## src/design/ost_pkg.sv

```systemverilog
// Package of the oscillation stabilization timer: select codes, status
// steps and power-on delay counts.
// Assumes a 250 MHz system clock; status counts in oscillator cycles.
package ost_pkg;

  // ********************************************************************
  // Widths and select codes
  // ********************************************************************
  localparam int unsigned SEL_W    = 3;
  localparam int unsigned STAT_W   = 5;
  localparam int unsigned CNT_W    = 18;
  localparam int unsigned NUM_STEP = 5;
  localparam logic [SEL_W-1:0] SEL_RESET = 3'h5;

  // Oscillator cycle count for each step (2^11 .. 2^18-1 cycles).
  localparam logic [CNT_W-1:0] STEP_CNT_0 = 18'h00800;
  localparam logic [CNT_W-1:0] STEP_CNT_1 = 18'h02000;
  localparam logic [CNT_W-1:0] STEP_CNT_2 = 18'h08000;
  localparam logic [CNT_W-1:0] STEP_CNT_3 = 18'h10000;
  localparam logic [CNT_W-1:0] STEP_CNT_4 = 18'h3ffff;

  // ********************************************************************
  // Power-on delay timing
  // ********************************************************************
  localparam real CLK_MHZ      = 250.0;
  localparam real POR_MIN_MS   = 1.93;
  localparam real POR_MAX_MS   = 5.39;
  // Least time rounds up, longest rounds down.
  localparam int  POR_MIN_CYC  = int'($ceil(POR_MIN_MS * CLK_MHZ * 1000.0));
  localparam int  POR_MAX_CYC  = int'($floor(POR_MAX_MS * CLK_MHZ * 1000.0));
  localparam int unsigned POR_W = 21;

  // Sequencer states.
  typedef enum logic [1:0] {
    OST_IDLE,
    OST_COUNT,
    OST_DONE
  } ost_state_t;

endpackage : ost_pkg

```

## src/design/ost_por_delay.sv

```systemverilog
// Power-on stabilization delay: holds reset processing for a fixed count
// after the supply detect level is crossed.
// Assumes supply_ok is already synchronised to sys_clk.
`timescale 1ns/10ps
module ost_por_delay #(
  parameter int unsigned DELAY_CYC = ost_pkg::POR_MIN_CYC
) (
  // Clock and reset
  input  wire logic sys_clk,
  input  wire logic rst_b,
  // Supply detect and release
  input  wire logic supply_ok,
  output logic      por_done
);

  logic [ost_pkg::POR_W-1:0] cnt;
  logic [ost_pkg::POR_W-1:0] next_cnt;
  logic                      next_done;

  // Counts while supply is good; drops back if the supply dips.
  always_comb begin
    next_cnt  = cnt;
    next_done = por_done;
    if (!supply_ok) begin
      next_cnt  = '0;
      next_done = 1'b0;
    end else if (!por_done) begin
      if (cnt == ost_pkg::POR_W'(DELAY_CYC - 1)) begin
        next_done = 1'b1;
      end
      next_cnt = cnt + ost_pkg::POR_W'(1);
    end
  end

  // Registers the delay state.
  always_ff @(posedge sys_clk or negedge rst_b) begin
    if (!rst_b) begin
      cnt      <= '0;
      por_done <= 1'b0;
    end else begin
      cnt      <= next_cnt;
      por_done <= next_done;
    end
  end

  // Release only follows a good supply.
  a_por_hold: assert property (
    @(posedge sys_clk) disable iff (!rst_b)
    $rose(por_done) |-> $past(supply_ok))
    else $error("Power-on release without good supply.");

  // Release never comes earlier than the programmed count.
  a_por_count: assert property (
    @(posedge sys_clk) disable iff (!rst_b)
    $rose(por_done) |-> (cnt == ost_pkg::POR_W'(DELAY_CYC)))
    else $error("Power-on release before the full count.");

endmodule : ost_por_delay

```

## src/design/ost_timer.sv

```systemverilog
// Oscillation stabilization timer: counts oscillator cycles after start
// or standby release, reports step status, and gates the clock.
// Assumes the oscillator clock edge arrives as an async level pin.
//
// Operation
// - Counter runs from oscillator start to the selected wait, then stops.
// - After standby release status only advances up to the selected step.
// - Counting starts only once oscillation has actually started.
// - External clock input needs no wait; clock is released at once.
// - Power-on inserts 1.93 to 5.39 ms delay after supply detect.
// - Fast supply rise still gets automatic delay before reset processing.
`timescale 1ns/10ps
module ost_timer (
  // Clock and reset
  input  wire logic                        sys_clk,
  input  wire logic                        rst_b,
  // Power supply detect (pin)
  input  wire logic                        supply_ok_pin,
  output logic                             reset_release,
  // Oscillator side (pins)
  input  wire logic                        main_crystal_osc,
  input  wire logic                        osc_started_pin,
  input  wire logic                        ext_main_clock_in,
  // Control from the clock generator
  input  wire logic                        osc_enable,
  input  wire logic                        standby,
  input  wire logic [ost_pkg::SEL_W-1:0]   stab_time_select,
  // Status and clock gate
  output logic [ost_pkg::STAT_W-1:0]       stab_count_status,
  output logic                             clock_ready
);

  // ********************************************************************
  // Input synchronisers
  // ********************************************************************
  logic [1:0] sync_osc;
  logic [1:0] sync_start;
  logic [1:0] sync_supply;
  logic       osc_prev;

  // Two flops on the oscillator, start and supply pins before any logic reads them; ext_main_clock_in is read directly.
  always_ff @(posedge sys_clk or negedge rst_b) begin
    if (!rst_b) begin
      sync_osc    <= 2'h0;
      sync_start  <= 2'h0;
      sync_supply <= 2'h0;
      osc_prev    <= 1'b0;
    end else begin
      sync_osc    <= {sync_osc[0], main_crystal_osc};
      sync_start  <= {sync_start[0], osc_started_pin};
      sync_supply <= {sync_supply[0], supply_ok_pin};
      osc_prev    <= sync_osc[1];
    end
  end

  logic osc_tick;
  assign osc_tick = sync_osc[1] & ~osc_prev;

  // ********************************************************************
  // Power-on delay
  // ********************************************************************
  ost_por_delay u_por (
    .sys_clk   (sys_clk),
    .rst_b     (rst_b),
    .supply_ok (sync_supply[1]),
    .por_done  (reset_release)
  );

  // ********************************************************************
  // Step decode
  // ********************************************************************
  // Cycle count that completes a given step.
  function automatic logic [ost_pkg::CNT_W-1:0] step_cnt(
    input logic [ost_pkg::SEL_W-1:0] idx
  );
    case (idx)
      3'h0:    step_cnt = ost_pkg::STEP_CNT_0;
      3'h1:    step_cnt = ost_pkg::STEP_CNT_1;
      3'h2:    step_cnt = ost_pkg::STEP_CNT_2;
      3'h3:    step_cnt = ost_pkg::STEP_CNT_3;
      default: step_cnt = ost_pkg::STEP_CNT_4;
    endcase
  endfunction : step_cnt

  logic [ost_pkg::SEL_W-1:0] sel_step;
  assign sel_step = (stab_time_select > 3'h4) ? 3'h4 : stab_time_select;

  // ********************************************************************
  // Wait sequencer
  // ********************************************************************
  ost_pkg::ost_state_t          state;
  ost_pkg::ost_state_t          next_state;
  logic [ost_pkg::CNT_W-1:0]    cnt;
  logic [ost_pkg::CNT_W-1:0]    next_cnt;
  logic [ost_pkg::STAT_W-1:0]   next_status;
  logic                         next_ready;
  logic                         standby_prev;
  logic                         wait_start;

  assign wait_start = osc_enable & ~standby & (standby_prev | ~clock_ready)
                      & (state == ost_pkg::OST_IDLE);

  // Counts oscillator edges and sets status steps on the way.
  always_comb begin
    next_state  = state;
    next_cnt    = cnt;
    next_status = stab_count_status;
    next_ready  = clock_ready;
    case (state)
      ost_pkg::OST_IDLE: begin
        if (standby || !osc_enable) begin
          next_status = '0;
          next_ready  = 1'b0;
          next_cnt    = '0;
        end else if (ext_main_clock_in) begin
          next_ready = 1'b1;
          next_state = ost_pkg::OST_DONE;
        end else if (wait_start) begin
          next_status = '0;
          next_cnt    = '0;
          next_state  = ost_pkg::OST_COUNT;
        end
      end
      ost_pkg::OST_COUNT: begin
        if (standby || !osc_enable) begin
          next_state  = ost_pkg::OST_IDLE;
          next_status = '0;
          next_ready  = 1'b0;
        end else if (sync_start[1] && osc_tick) begin
          next_cnt = cnt + ost_pkg::CNT_W'(1);
          for (int i = 0; i < ost_pkg::NUM_STEP; i++) begin
            if (3'(i) <= sel_step && next_cnt >= step_cnt(3'(i))) begin
              next_status[ost_pkg::STAT_W-1-i] = 1'b1;
            end
          end
          if (next_cnt >= step_cnt(sel_step)) begin
            next_ready = 1'b1;
            next_state = ost_pkg::OST_DONE;
          end
        end
      end
      ost_pkg::OST_DONE: begin
        if (standby || !osc_enable) begin
          next_state  = ost_pkg::OST_IDLE;
          next_status = '0;
          next_ready  = 1'b0;
        end
      end
      default: next_state = ost_pkg::OST_IDLE;
    endcase
  end

  // Registers the sequencer state.
  always_ff @(posedge sys_clk or negedge rst_b) begin
    if (!rst_b) begin
      state             <= ost_pkg::OST_IDLE;
      cnt               <= '0;
      stab_count_status <= '0;
      clock_ready       <= 1'b0;
      standby_prev      <= 1'b0;
    end else begin
      state             <= next_state;
      cnt               <= next_cnt;
      stab_count_status <= next_status;
      clock_ready       <= next_ready;
      standby_prev      <= standby;
    end
  end

  // ********************************************************************
  // Checks
  // ********************************************************************
  a_cnt_stops: assert property (
    @(posedge sys_clk) disable iff (!rst_b)
    (state == ost_pkg::OST_DONE)
    |=> ($stable(cnt) || state != ost_pkg::OST_DONE))
    else $error("Counter moved after wait end.");

  a_no_osc_hold: assert property (
    @(posedge sys_clk) disable iff (!rst_b)
    (state == ost_pkg::OST_COUNT && !sync_start[1]) |=> $stable(cnt))
    else $error("Counter moved before oscillation start.");

  a_status_cap: assert property (
    @(posedge sys_clk) disable iff (!rst_b)
    (sel_step < 3'h4) |-> !stab_count_status[0])
    else $error("Status beyond selected step set.");

  a_standby_clr: assert property (
    @(posedge sys_clk) disable iff (!rst_b)
    standby |=> (stab_count_status == '0) && !clock_ready)
    else $error("Status not cleared on standby.");

  a_ext_clk: assert property (
    @(posedge sys_clk) disable iff (!rst_b)
    (state == ost_pkg::OST_IDLE && osc_enable && !standby
     && ext_main_clock_in) |=> clock_ready)
    else $error("External clock not released at once.");

endmodule : ost_timer

```

## config.mk

```make
export PLATFORM = sky130hd
export DESIGN_NAME = ost_timer
export DESIGN_NICKNAME = d
export VERILOG_FILES = /design/src/design/ost_pkg.sv /design/src/design/ost_por_delay.sv /design/src/design/ost_timer.sv
export SDC_FILE = /design/constraint.sdc
export NUM_CORES = 1
export LEC_CHECK = 0
export ABC_AREA = 1
export BUFFER_PORTS_ARGS = -buffer_cell sky130_fd_sc_hd__buf_2
export CAP_MARGIN = 20
export CELL_PAD_IN_SITES_DETAIL_PLACEMENT = 1
export CELL_PAD_IN_SITES_GLOBAL_PLACEMENT = 1
export CORE_ASPECT_RATIO = 0.6
export CORE_MARGIN = 2
export CORE_UTILIZATION = 37
export DETAILED_ROUTE_END_ITERATION = 6
export PLACE_DENSITY_LB_ADDON = 0.1
export SLEW_MARGIN = 5
export SYNTH_ARGS = -nofsm -noshare
export SYNTH_HDL_FRONTEND = slang
export SYNTH_SLANG_ARGS = --single-unit
export TNS_END_PERCENT = 30
```

## constraint.sdc

```tcl
create_clock -name sys_clk -period 7.7 [get_ports sys_clk]
set_input_delay 0 -clock sys_clk [delete_from_list [all_inputs] [get_ports sys_clk]]
set_output_delay 0 -clock sys_clk [all_outputs]
set_load 0.05 [all_outputs]
```

==> results of run 1 <==
power by group through the flow:
stage                     Sequential [W]  Clock (W)  Combinational [W]
after floorplan                 0.000318          0          0.0000544
after global placement          0.000317          0          0.0000889
after detailed placement        0.000317          0          0.0000908
after CTS                       0.000312   0.000233          0.0000925
after global routing            0.000313   0.000246           0.000106
final                           0.000312   0.000228          0.0000923
flip-flops by register name, indices dropped and copies added (netlist names):
register and cells:
cnt 18, osc_prev 1, sync_supply 2, clock_ready 1, u_por.cnt 21, stab_count_status 5
sync_start 2, u_por.por_done 1, sync_osc 2, standby_prev 1, state 2
cell usage after synthesis, types with 3 or more instances:
master	instances
inv_2	4
dfrtp_1	56
nor2_1	54
nand2_1	102
nor2_4	4
nor4_1	4
o21ai_0	26
a21oi_1	31
nand2_2	8
inv_1	76
xor2_1	3
nor2_2	4
nand4_1	10
nor3_1	8
nand3_1	32
ha_1	21
o21ai_1	3
o22ai_1	11
metrics by stage:
step | worst slack (ns) | util (%) | instance area, um2 | power, W | hold WS [ns]
global placement | 4.849 | 40.75 | 3759 | 0.0004059 | 0.1078
finish | 4.640 | 42.79 | 3946 | 0.0006323 | 0.04638
global route | 4.197 | 42.79 | 3946 | 0.0006645 | 0.07671
floorplan | 5.140 | - | 3527 | 0.0003722 | -0.2956
CTS | 4.652 | 42.79 | 3946 | 0.0006367 | 0.03443
detailed placement | 4.656 | 40.75 | 3759 | 0.0004079 | 0.1098
how the worst max path moves through the flow:
| stage | end | from | slack, ns |
|---|---|---|---|
| 4_1_cts | state[0] | cnt[1] | 4.65 |
| 3_5_place_dp | clock_ready | cnt[1] | 4.66 |
| 5_1_grt | state[0] | cnt[1] | 4.20 |
| 2_1_floorplan | clock_ready | cnt[1] | 5.14 |
| 6_report | state[0] | cnt[1] | 4.64 |
| 3_3_place_gp | state[0] | cnt[1] | 4.85 |
cell type report:
type	instances	share of cell area (%)
inverters	81	7.705
clock inverters	2	0.3171
repair buffers	23	3.614
well taps	130	4.122
flip-flops and latches	56	35.51
multi-input cells	338	45.56
clock buffers	5	3.171
per-layer routing:
| layer | routed length, um | GRT usage, % | vias up |
|---|---|---|---|
| li1 | - | - | 1609 |
| met1 | 5725 | 33.99 | 1508 |
| met2 | 3533 | 28.32 | 37 |
| met3 | 349 | 3.217 | 5 |
| met4 | 44 | 2.903 | 0 |
| met5 | 0 | 0 | - |
cells in the final DEF (no fill, tap or decap), types with 2 or more instances in the layout:
cell and count:
ha_1 21, nor2_4 4, nor3_1 8, buf_2 17, nand2_1 102, nand2_2 8, nor2_1 54, xor2_1 3
o21ai_0 26, dfrtp_1 56, a21oi_1 31, o21a_1 2, o21ai_1 3, clkbuf_16 5, inv_2 4, nor2_2 4
nand3b_1 2, nand4_1 10, and3_1 2, o22ai_1 11, dlygate4sd3_1 5, nand3_1 32, nor4_1 4, inv_1 76
cell families after synthesis:
kind of cell | synth area share [%]
buffers and inverters | 9.294
DFF | 39.73
adders and majority gates | 7.449
xor gates and xnor gates | 1.206
and+or+nand+nor | 30.01
AOI/OAI and AO/OA | 12.31
worst register-to-register path, cell delays in order, from the launching register on:
cell and delay, ns:
dfrtp_1 0.44, ha_1 0.25, nand2_1 0.09, nor2_1 0.30
nand2_1 0.18, nor2_1 0.13, nand2_1 0.05, nand2_1 0.12
inv_1 0.08, ha_1 0.27, nand2_1 0.08, nor2_1 0.13
nor3b_1 0.28, nand3_1 0.11, nand3_1 0.10, nor2_1 0.05
nand3_1 0.13, nand2_1 0.07, nand2_1 0.06, nand2_1 0.05
==> results.md, run 1 <==
* Status: completed
* Die area at ~10000 um2
* RSZ-0062 raised after global routing: no
* Synth unique cells at 36
* Sw Ratio at a little under 30%
* Tcrit/Tclk final at 39.74%
* Multi-input logic area at 1798 um2
* Fraction of registers with async set/reset at 100.0%
* Clk_lat worst skew at 0.30 ns
* Die extent in x at 130.0 um
* Buf/Inv on CP at 1
* Starting Density at a little under two fifths
* Area growth, synth to finish at 11.88%
* Total detailed-routing wirelength at 9.653 mm
* Sequential cell area at 1401 um2
* Reg power frac at between 40% and 50%
* Non-Filler Instances at 635
* Synthesized area at 3527 um2
* Data required time of the worst path at 7.89 ns
* Logic pwr share at 14.6%
* Synth Warn # at 0
* Root cell of the clock tree: clkbuf_16
* Top delay family on crit path: simple AND/OR/NAND/NOR gates
* Nets at between 500 and 600
* Critical R2R Launch: cnt[1]
* Crit end category: register
* Fmax at 326.8 MHz
* Wire per inst at 15.20 um
* Setup Fix Bufs, Post-CTS at 0
* Synth Flop Type: dfrtp_1
* Pins Over Slew Limit at 0
* Antenna viol nets, final at 0
* Die Ht at 79.63 um
* Final min period at 3.060 ns
* Initial antenna violation count at 0
* Gpl congestion at 0.7695
* FF+latch count, synth at 56
* Clk pwr share at between 30% and 40%
* Top cells by area, synth: dfrtp_1, nand2_1, inv_1
* Final setup violation count at 0
* Worst R2R Setup Slack at 4.64 ns
* Global-route wire length before repair at 16.65 mm
* Global route total overflow at 0
* CTS Buf Count at 5
* Pleak at 2.008 nW
* Worst path cell trace: ha_1 > nand2_1 > nor2_1 > nand2_1 > nor2_1 > nand2_1 > nand2_1 > inv_1 > ha_1 > nand2_1 > nor2_1 > nor3b_1 > nand3_1 > nand3_1 > nor2_1 > nand3_1 > nand2_1 > nand2_1 > nand2_1
* Drt pass-1 iters at 4
* Most frequent CP cell: nand2_1
* Hold Path Depth at 4
* WP depth at 19
* Number of inserted diodes at 0
* Hold Path End: state[0]
* Resize count post-CTS at 0
* RR Endpoint: state[0]
* Routed vias at between 3000 and 4000
* Max H-tree Level at 2
* Clock tree from TritonCTS: done
* Top cell type's share of synthesized area at 39.73%
* CP Launch Type: register
* VDD IR max at roughly 0.000087 V
* Worst hold start: ext_main_clock_in
* Fillcell total at 1161
* Largest stage delay, worst path at 0.44 ns
* Skew final at 0.007050 ns
* Longest Clk Path Bufs at 2
* Internal power at 0.0004442 W
* Worst-case reg-to-reg path depth at 19
* Overall routing resource usage at 20.68%
* Post-synth EDFFs at 0
* Initial DRC count at 137
* Crit Path Class: reg -> reg
* Syn nets at 511
* Actual slew at the worst max-slew pin at 0.7310 ns
* Vias per cell at 4.975
* Max_cap viols at 0
* Pwr dens at roughly 160 nW/um2
* DP HPWL at 7.674 mm
* Core area at ~9200 um2
* Syn_area_per_cell at between 7 and 8 um2
* Post-Syn Instances at 479
* Leading area contributor after synthesis: dfrtp_1
* CTS Hold Buffers Added at 5
* Worst relative slew slack at around half
* Clock sinks at 56
* DRC Markers at 0
* Number of global-route vias before repair at 3279
* Sw power at 0.0001880 W
* Worst-path clk slew at about 0.080 ns
* CP max FO at 5
* FP Rows at 27
* Setup TNS at 0 ns
* PortBufs at 17
* Worst hold path class: in -> reg
* Seq/Total Area, Yosys at 39.73%
* I/O pin cnt at 18
* Largest net degree at the start of global routing at 57
* Slowest cell on the critical path: dfrtp_1
* Layout cells sized above 1 at 9.505%
* Cells after DPL at 623
* Hold Fails Final Rpt at 0
* Critical Path AT at 3.25 ns
No activity file was read; power rests on OpenSTA's default activity.
==> inputs of run 2 (changes only) <==
clock period = 2.6 ns   (was 7.7 ns; I/O delays follow)
==> results.md, run 2 (synthesized netlist as in run 1, its figures left out) <==
* Layout cells sized above 1 at 27.11% (+18 points)
* Longest Clk Path Bufs at 2 (unchanged)
* Routed vias at 3501 (+11%)
* Hold Path Depth at 4 (unchanged)
* Pwr dens at 441.2 nW/um2 (+180%)
* Logic pwr share at 16.5% (+1.9 points)
* PortBufs at 17 (unchanged)
* Biggest register: u_por.cnt
* Worst-path clk slew at 0.08 ns (about the same)
* Tcrit/Tclk final at 105.3% (+66 points)
* Max_cap viols at 0 (unchanged)
* Data required time of the worst path at 2.79 ns (-5.10 ns)
* Final min period at 2.738 ns (-0.3228 ns)
* DP HPWL at 8.771 mm (+14%)
* Most frequent cells in the layout: nand2_1, inv_1, dfrtp_1
* Area growth, synth to finish at 32.46%
* Worst-case reg-to-reg path depth at 20 (+1)
* Critical R2R Launch: cnt[0]
* Crit end category: register
* Post-layout util at 50.66% (+7.9 points)
* Global-route wire length before repair at 19.02 mm (+14%)
* VDD IR max at 0.0002696 V (+210%)
* DRC Markers at 0 (unchanged)
* Commonest non-fill, non-tap cell in the layout: nand2_1
* Internal power at 0.001450 W (+230%)
* Die area at 10360 um2 (unchanged)
* Critical Path AT at 2.93 ns (-0.32 ns)
* CP Launch Type: register
* Max H-tree Level at 2 (unchanged)
* Root cell of the clock tree: clkbuf_16
* Starting Density at 38.24% (unchanged)
* Nets at 588 (+9.5%)
* Sw Ratio at 29.65% (-0.089 points)
* Hold Path End: state[0]
* Hold Fails Final Rpt at 0 (unchanged)
* RR Endpoint: clock_ready
* Crit Path Class: reg -> reg
* Number of inserted diodes at 0 (unchanged)
* Skew final at 0.005233 ns (-0.001817 ns)
* Number of global-route vias before repair at 3615 (+10%)
* Core area at 9223 um2 (unchanged)
* Biggest regs: u_por.cnt x21, cnt x18, stab_count_status x5
* Clk pwr share at 38.9% (+2.8 points)
* Setup Slack @ Placement at -0.3486 ns (-5.005 ns)
* Clock tree from TritonCTS: done
* Fillcell total at 1147 (-1.2%)
* Worst path cell trace: ha_4 > nand2_2 > nor2_4 > buf_6 > nand2_4 > nor2_4 > nand2_1 > nand2_2 > inv_2 > ha_4 > nand2_4 > nor2_4 > nor3b_4 > nand3_1 > nand3_1 > nor2_1 > nand3_2 > nand2_1 > nand2_1 > nand2_1
* Die extent in x at 130.0 um (unchanged)
* Actual slew at the worst max-slew pin at 0.8871 ns (+0.1561 ns)
* CTS Buf Count at 5 (unchanged)
* Antenna viol nets, final at 0 (unchanged)
* Overall routing resource usage at 23.98% (+3.3 points)
* Total detailed-routing wirelength at 11.88 mm (+23%)
* Largest net degree at the start of global routing at 38 (-33%)
* Sequential cell area at 1405 um2 (+0.27%)
* I/O pin cnt at 18 (unchanged)
* Fmax at 365.3 MHz (+12%)
* Worst setup margin at -0.1375 ns (-4.777 ns)
* Initial antenna violation count at 0 (unchanged)
* Failing checks: setup timing
* Largest stage delay, worst path at 0.43 ns (about the same)
* Initial DRC count at 203 (+48%)
* Worst hold start: ext_main_clock_in
* CP max FO at 4 (-1)
* FP Rows at 27 (unchanged)
* Pins Over Slew Limit at 0 (unchanged)
* Global route total overflow at 0 (unchanged)
* Final setup violation count at 5 (+5)
* Worst hold path class: in -> reg
* Most frequent CP cell: nand2_1
* Worst relative slew slack at 40.86% (-10 points)
* Reg power frac at 44.6% (-4.7 points)
* Pleak at 2.316 nW (+15%)
* Vias per cell at 5.096 (+2.4%)
* Clk_lat worst skew at 0.30 ns (about the same)
* Clock sinks at 56 (unchanged)
* Drt pass-1 iters at 4 (unchanged)
* Status: finished with violations
* Die Ht at 79.63 um (unchanged)
* RSZ-0062 raised after global routing: yes
* Max FFs per register at 21 (unchanged)
* Worst R2R Setup Slack at -0.14 ns (-4.78 ns)
* Slowest cell on the critical path: dfrtp_1
* Wire per inst at 17.29 um (+14%)
* Gpl congestion at 0.8152 (+5.9%)
* Multi-input logic area at 2079 um2 (+16%)
* Sw power at 0.0006112 W (+230%)
-- run 2: how the worst max path moves through the flow --
stage / startpoint / endpoint / depth (start not counted)
final: cnt[0] / clock_ready / 20
after global routing: cnt[0] / clock_ready / 20
after global placement: cnt[1] / clock_ready / 19
after CTS: cnt[1] / clock_ready / 18
after detailed placement: cnt[1] / clock_ready / 20
after floorplan: cnt[1] / clock_ready / 17
-- run 2: worst max-delay path: cells and delay by family, from the launching register on --
| kind | cells | cell delay [ns] |
|---|---|---|
| adders and majority gates | 2 | 0.46 |
| and+or+nand+nor | 16 | 1.58 |
| DFF | 1 | 0.43 |
| buffers and inverters | 2 | 0.17 |
-- run 2: metal layers --
layer / wire, um / share of wire (%) / global-route usage [%]
met5: 0 / 0 / 0
met4: 46 / 0.39 / 3.226
met3: 350 / 2.9 / 3.418
met2: 4983 / 42 / 35.45
met1: 6499 / 55 / 37.59
-- run 2: cell type report --
cell class | instances | area share, %
flip-flops and latches | 56 | 30.08
repair buffers | 74 | 11.73
inverters | 81 | 6.535
multi-input cells | 338 | 44.51
clock buffers | 5 | 2.678
clock inverters | 3 | 0.9909
well taps | 130 | 3.482
-- run 2: metrics by stage --
step,hold WS (ns),total power (W),cells,cell area (um2),setup TNS [ns]
finish,0.07003,0.002061,687,4672,-0.3663
detailed placement,0.1101,0.001234,657,4014,-0.9503
global placement,0.1093,0.001222,657,4014,-0.2573
CTS,0.008173,0.002061,687,4553,-0.09000
floorplan,-0.2956,0.001102,479,3527,0
global route,0.08332,0.002152,687,4672,-1.094
-- run 2: power by group through the flow --
stage	registers [W]	logic (W)	clock network, W
2_1_floorplan	0.000941	0.000161	0
3_3_place_gp	0.000935	0.000287	0
3_5_place_dp	0.000935	0.000299	0
4_1_cts	0.000919	0.000320	0.000822
5_1_grt	0.000923	0.000373	0.000856
6_report	0.000920	0.000339	0.000802
-- run 2: what timing repair did --
| action | in CTS | in global routing |
|---|---|---|
| hold buffers | 5 | 0 |
| setup buffers | 17 | 0 |
| pin swaps | 26 | 14 |
| endpoints found under the hold margin | 39 | 0 |
| endpoints found under the setup margin | 3 | 7 |
| resized for setup | 43 | 28 |
==> inputs of run 3 (changes only) <==
RECOVER_POWER = 100   (was not set)
==> results.md, run 3 (synthesized netlist as in run 1, its figures left out) <==
* Worst hold path class: in -> reg
* Status: finished with violations
* Crit Path Class: reg -> reg
* VDD IR max at 0.0002698 V (about the same)
* Crit end category: register
* Fillcell total at 1151 (+0.35%)
* Commonest non-fill, non-tap cell in the layout: nand2_1
* Final min period at 2.758 ns (+0.02051 ns)
* Starting Density at 38.24% (unchanged)
* Worst-path clk slew at 0.07 ns (about the same)
* Total detailed-routing wirelength at 11.89 mm (about the same)
* Pwr dens at 442.1 nW/um2 (+0.21%)
* Worst relative slew slack at -42.40% (-83 points)
* Wire per inst at 17.31 um (about the same)
* Die Ht at 79.63 um (unchanged)
* Clock tree from TritonCTS: done
* Layout cells sized above 1 at 24.42% (-2.7 points)
* PortBufs at 17 (unchanged)
* Vias per cell at 5.150 (+1.1%)
* Max H-tree Level at 2 (unchanged)
* Die area at 10360 um2 (unchanged)
* Max FFs per register at 21 (unchanged)
* Number of inserted diodes at 0 (unchanged)
* Actual slew at the worst max-slew pin at 2.136 ns (+1.249 ns)
* Root cell of the clock tree: clkbuf_16
* Routed vias at 3538 (+1.1%)
* Die extent in x at 130.0 um (unchanged)
* RSZ-0062 raised after global routing: yes
* Worst setup margin at -0.1581 ns (-0.02051 ns)
* Max_cap viols at 1 (+1)
* CP max FO at 4 (unchanged)
* Final setup violation count at 5 (unchanged)
* Global-route wire length before repair at 19.02 mm (unchanged)
* Skew final at 0.005991 ns (+0.0007579 ns)
* Pleak at 2.277 nW (-1.7%)
* Overall routing resource usage at 23.98% (unchanged)
* Biggest register: u_por.cnt
* Fin Hold WS at 0.07535 ns (+0.005319 ns)
* Clock sinks at 56 (unchanged)
* Global route total overflow at 0 (unchanged)
* Initial antenna violation count at 0 (unchanged)
* I/O pin cnt at 18 (unchanged)
* Hold Fails Final Rpt at 0 (unchanged)
* Fmax at 362.6 MHz (-0.74%)
* FP Rows at 27 (unchanged)
* Antenna viol nets, final at 0 (unchanged)
* Most frequent cells in the layout: nand2_1, inv_1, dfrtp_1
* Core area at 9223 um2 (unchanged)
* Failing checks: capacitance limit, slew limit, setup timing
* Area growth, synth to finish at 31.54%
* Largest net degree at the start of global routing at 38 (unchanged)
* Longest Clk Path Bufs at 2 (unchanged)
* Gpl congestion at 0.8152 (unchanged)
* Clk_lat worst skew at 0.30 ns (about the same)
* Drt pass-1 iters at 4 (unchanged)
* Setup Slack @ Placement at -0.3486 ns (unchanged)
* Tcrit/Tclk final at 106.1% (+0.79 points)
* Pins Over Slew Limit at 38 (+38)
* Biggest regs: u_por.cnt x21, cnt x18, stab_count_status x5
* DP HPWL at 8.771 mm (unchanged)
* Data required time of the worst path at 2.79 ns (about the same)
* Initial DRC count at 229 (+13%)
* Critical Path AT at 2.95 ns (+0.02 ns)
* Nets at 588 (unchanged)
* Number of global-route vias before repair at 3615 (unchanged)
* CTS Buf Count at 5 (unchanged)
* CP Launch Type: register
* DRC Markers at 0 (unchanged)
-- run 3: changes by cell type in the layout (fill, tap and decap cells not counted), sizes merged --
| cell | previous run | this run |
|---|---|---|
| clkbuf | 5 | 18 |
| inv | 81 | 80 |
| clkinv | 1 | 2 |
| buf | 69 | 56 |
-- run 3: cell type report --
cell class	count	area [um2]	area share, %
Inverter	81	305.3	6.580
Clock buffer	5	125.1	2.697
Sequential cell	56	1405	30.29
Tap cell	130	162.7	3.506
Clock inverter	3	46.29	0.9978
Multi-Input combinational cell	338	2069	44.61
Timing Repair Buffer	74	525.5	11.33
-- run 3: path summary, 6_finish.rpt --
path,startpoint,to,slack (ns),cells after the start
max in group asynchronous,rst_b,cnt[3],0.37,2
setup / recovery,cnt[0],clock_ready,-0.16,20
min in group asynchronous,rst_b,sync_supply[0],0.86,2
setup reg to reg,cnt[0],clock_ready,-0.16,20
hold reg to reg,sync_start[0],sync_start[1],0.35,0
hold / removal,ext_main_clock_in,state[0],0.08,4
-- run 3: per-layer routing --
layer,share of wire (%),GRT usage [%],vias to the layer above
li1,-,-,1722
met1,53,37.59,1751
met2,42,35.45,58
met5,0,0,-
met3,4.7,3.418,7
met4,0.51,3.226,0
-- run 3: report_power, final --
part           switching, W  internal, W  leakage [nW]
logic              0.000242    0.0000904          1.44
registers         0.0000254     0.000894         0.754
clock network      0.000340     0.000459        0.0804
-- run 3: critical path: stages (launching register included) --
cell and delay [ns]:
dfrtp_1 0.43, ha_4 0.19, nand2_2 0.08, nor2_4 0.10
buf_6 0.11, nand2_4 0.07, nor2_4 0.13, nand2_1 0.08
nand2_2 0.11, inv_2 0.06, ha_4 0.27, nand2_4 0.06
nor2_4 0.12, nor3b_4 0.23, nand3_1 0.13, nand3_1 0.10
nor2_1 0.05, nand3_2 0.11, nand2_1 0.08, nand2_1 0.08
nand2_1 0.06
-- run 3: stage by stage --
step                      std cells  util (%)  setup TNS, ns  instance area (um2)  power, W
after floorplan                 479         -              0                 3527  0.001102
after detailed placement        657     43.52        -0.9503                 4014  0.001234
after global placement          657     43.52        -0.2573                 4014  0.001222
final                           687     50.31        -0.3860                 4639  0.002051
after global routing            687     50.31         -1.860                 4639  0.002145
after CTS                       687     49.37       -0.09000                 4553  0.002061
-- run 3: what timing repair did --
| action | CTS | global route |
|---|---|---|
| gates resized for setup | 43 | 28 |
| gates cloned | 0 | 0 |
| endpoints found under the hold margin | 39 | 0 |
| endpoints found under the setup margin | 3 | 7 |
| hold buffers | 5 | 0 |
| pin swaps | 26 | 14 |
| setup buffers | 17 | 0 |
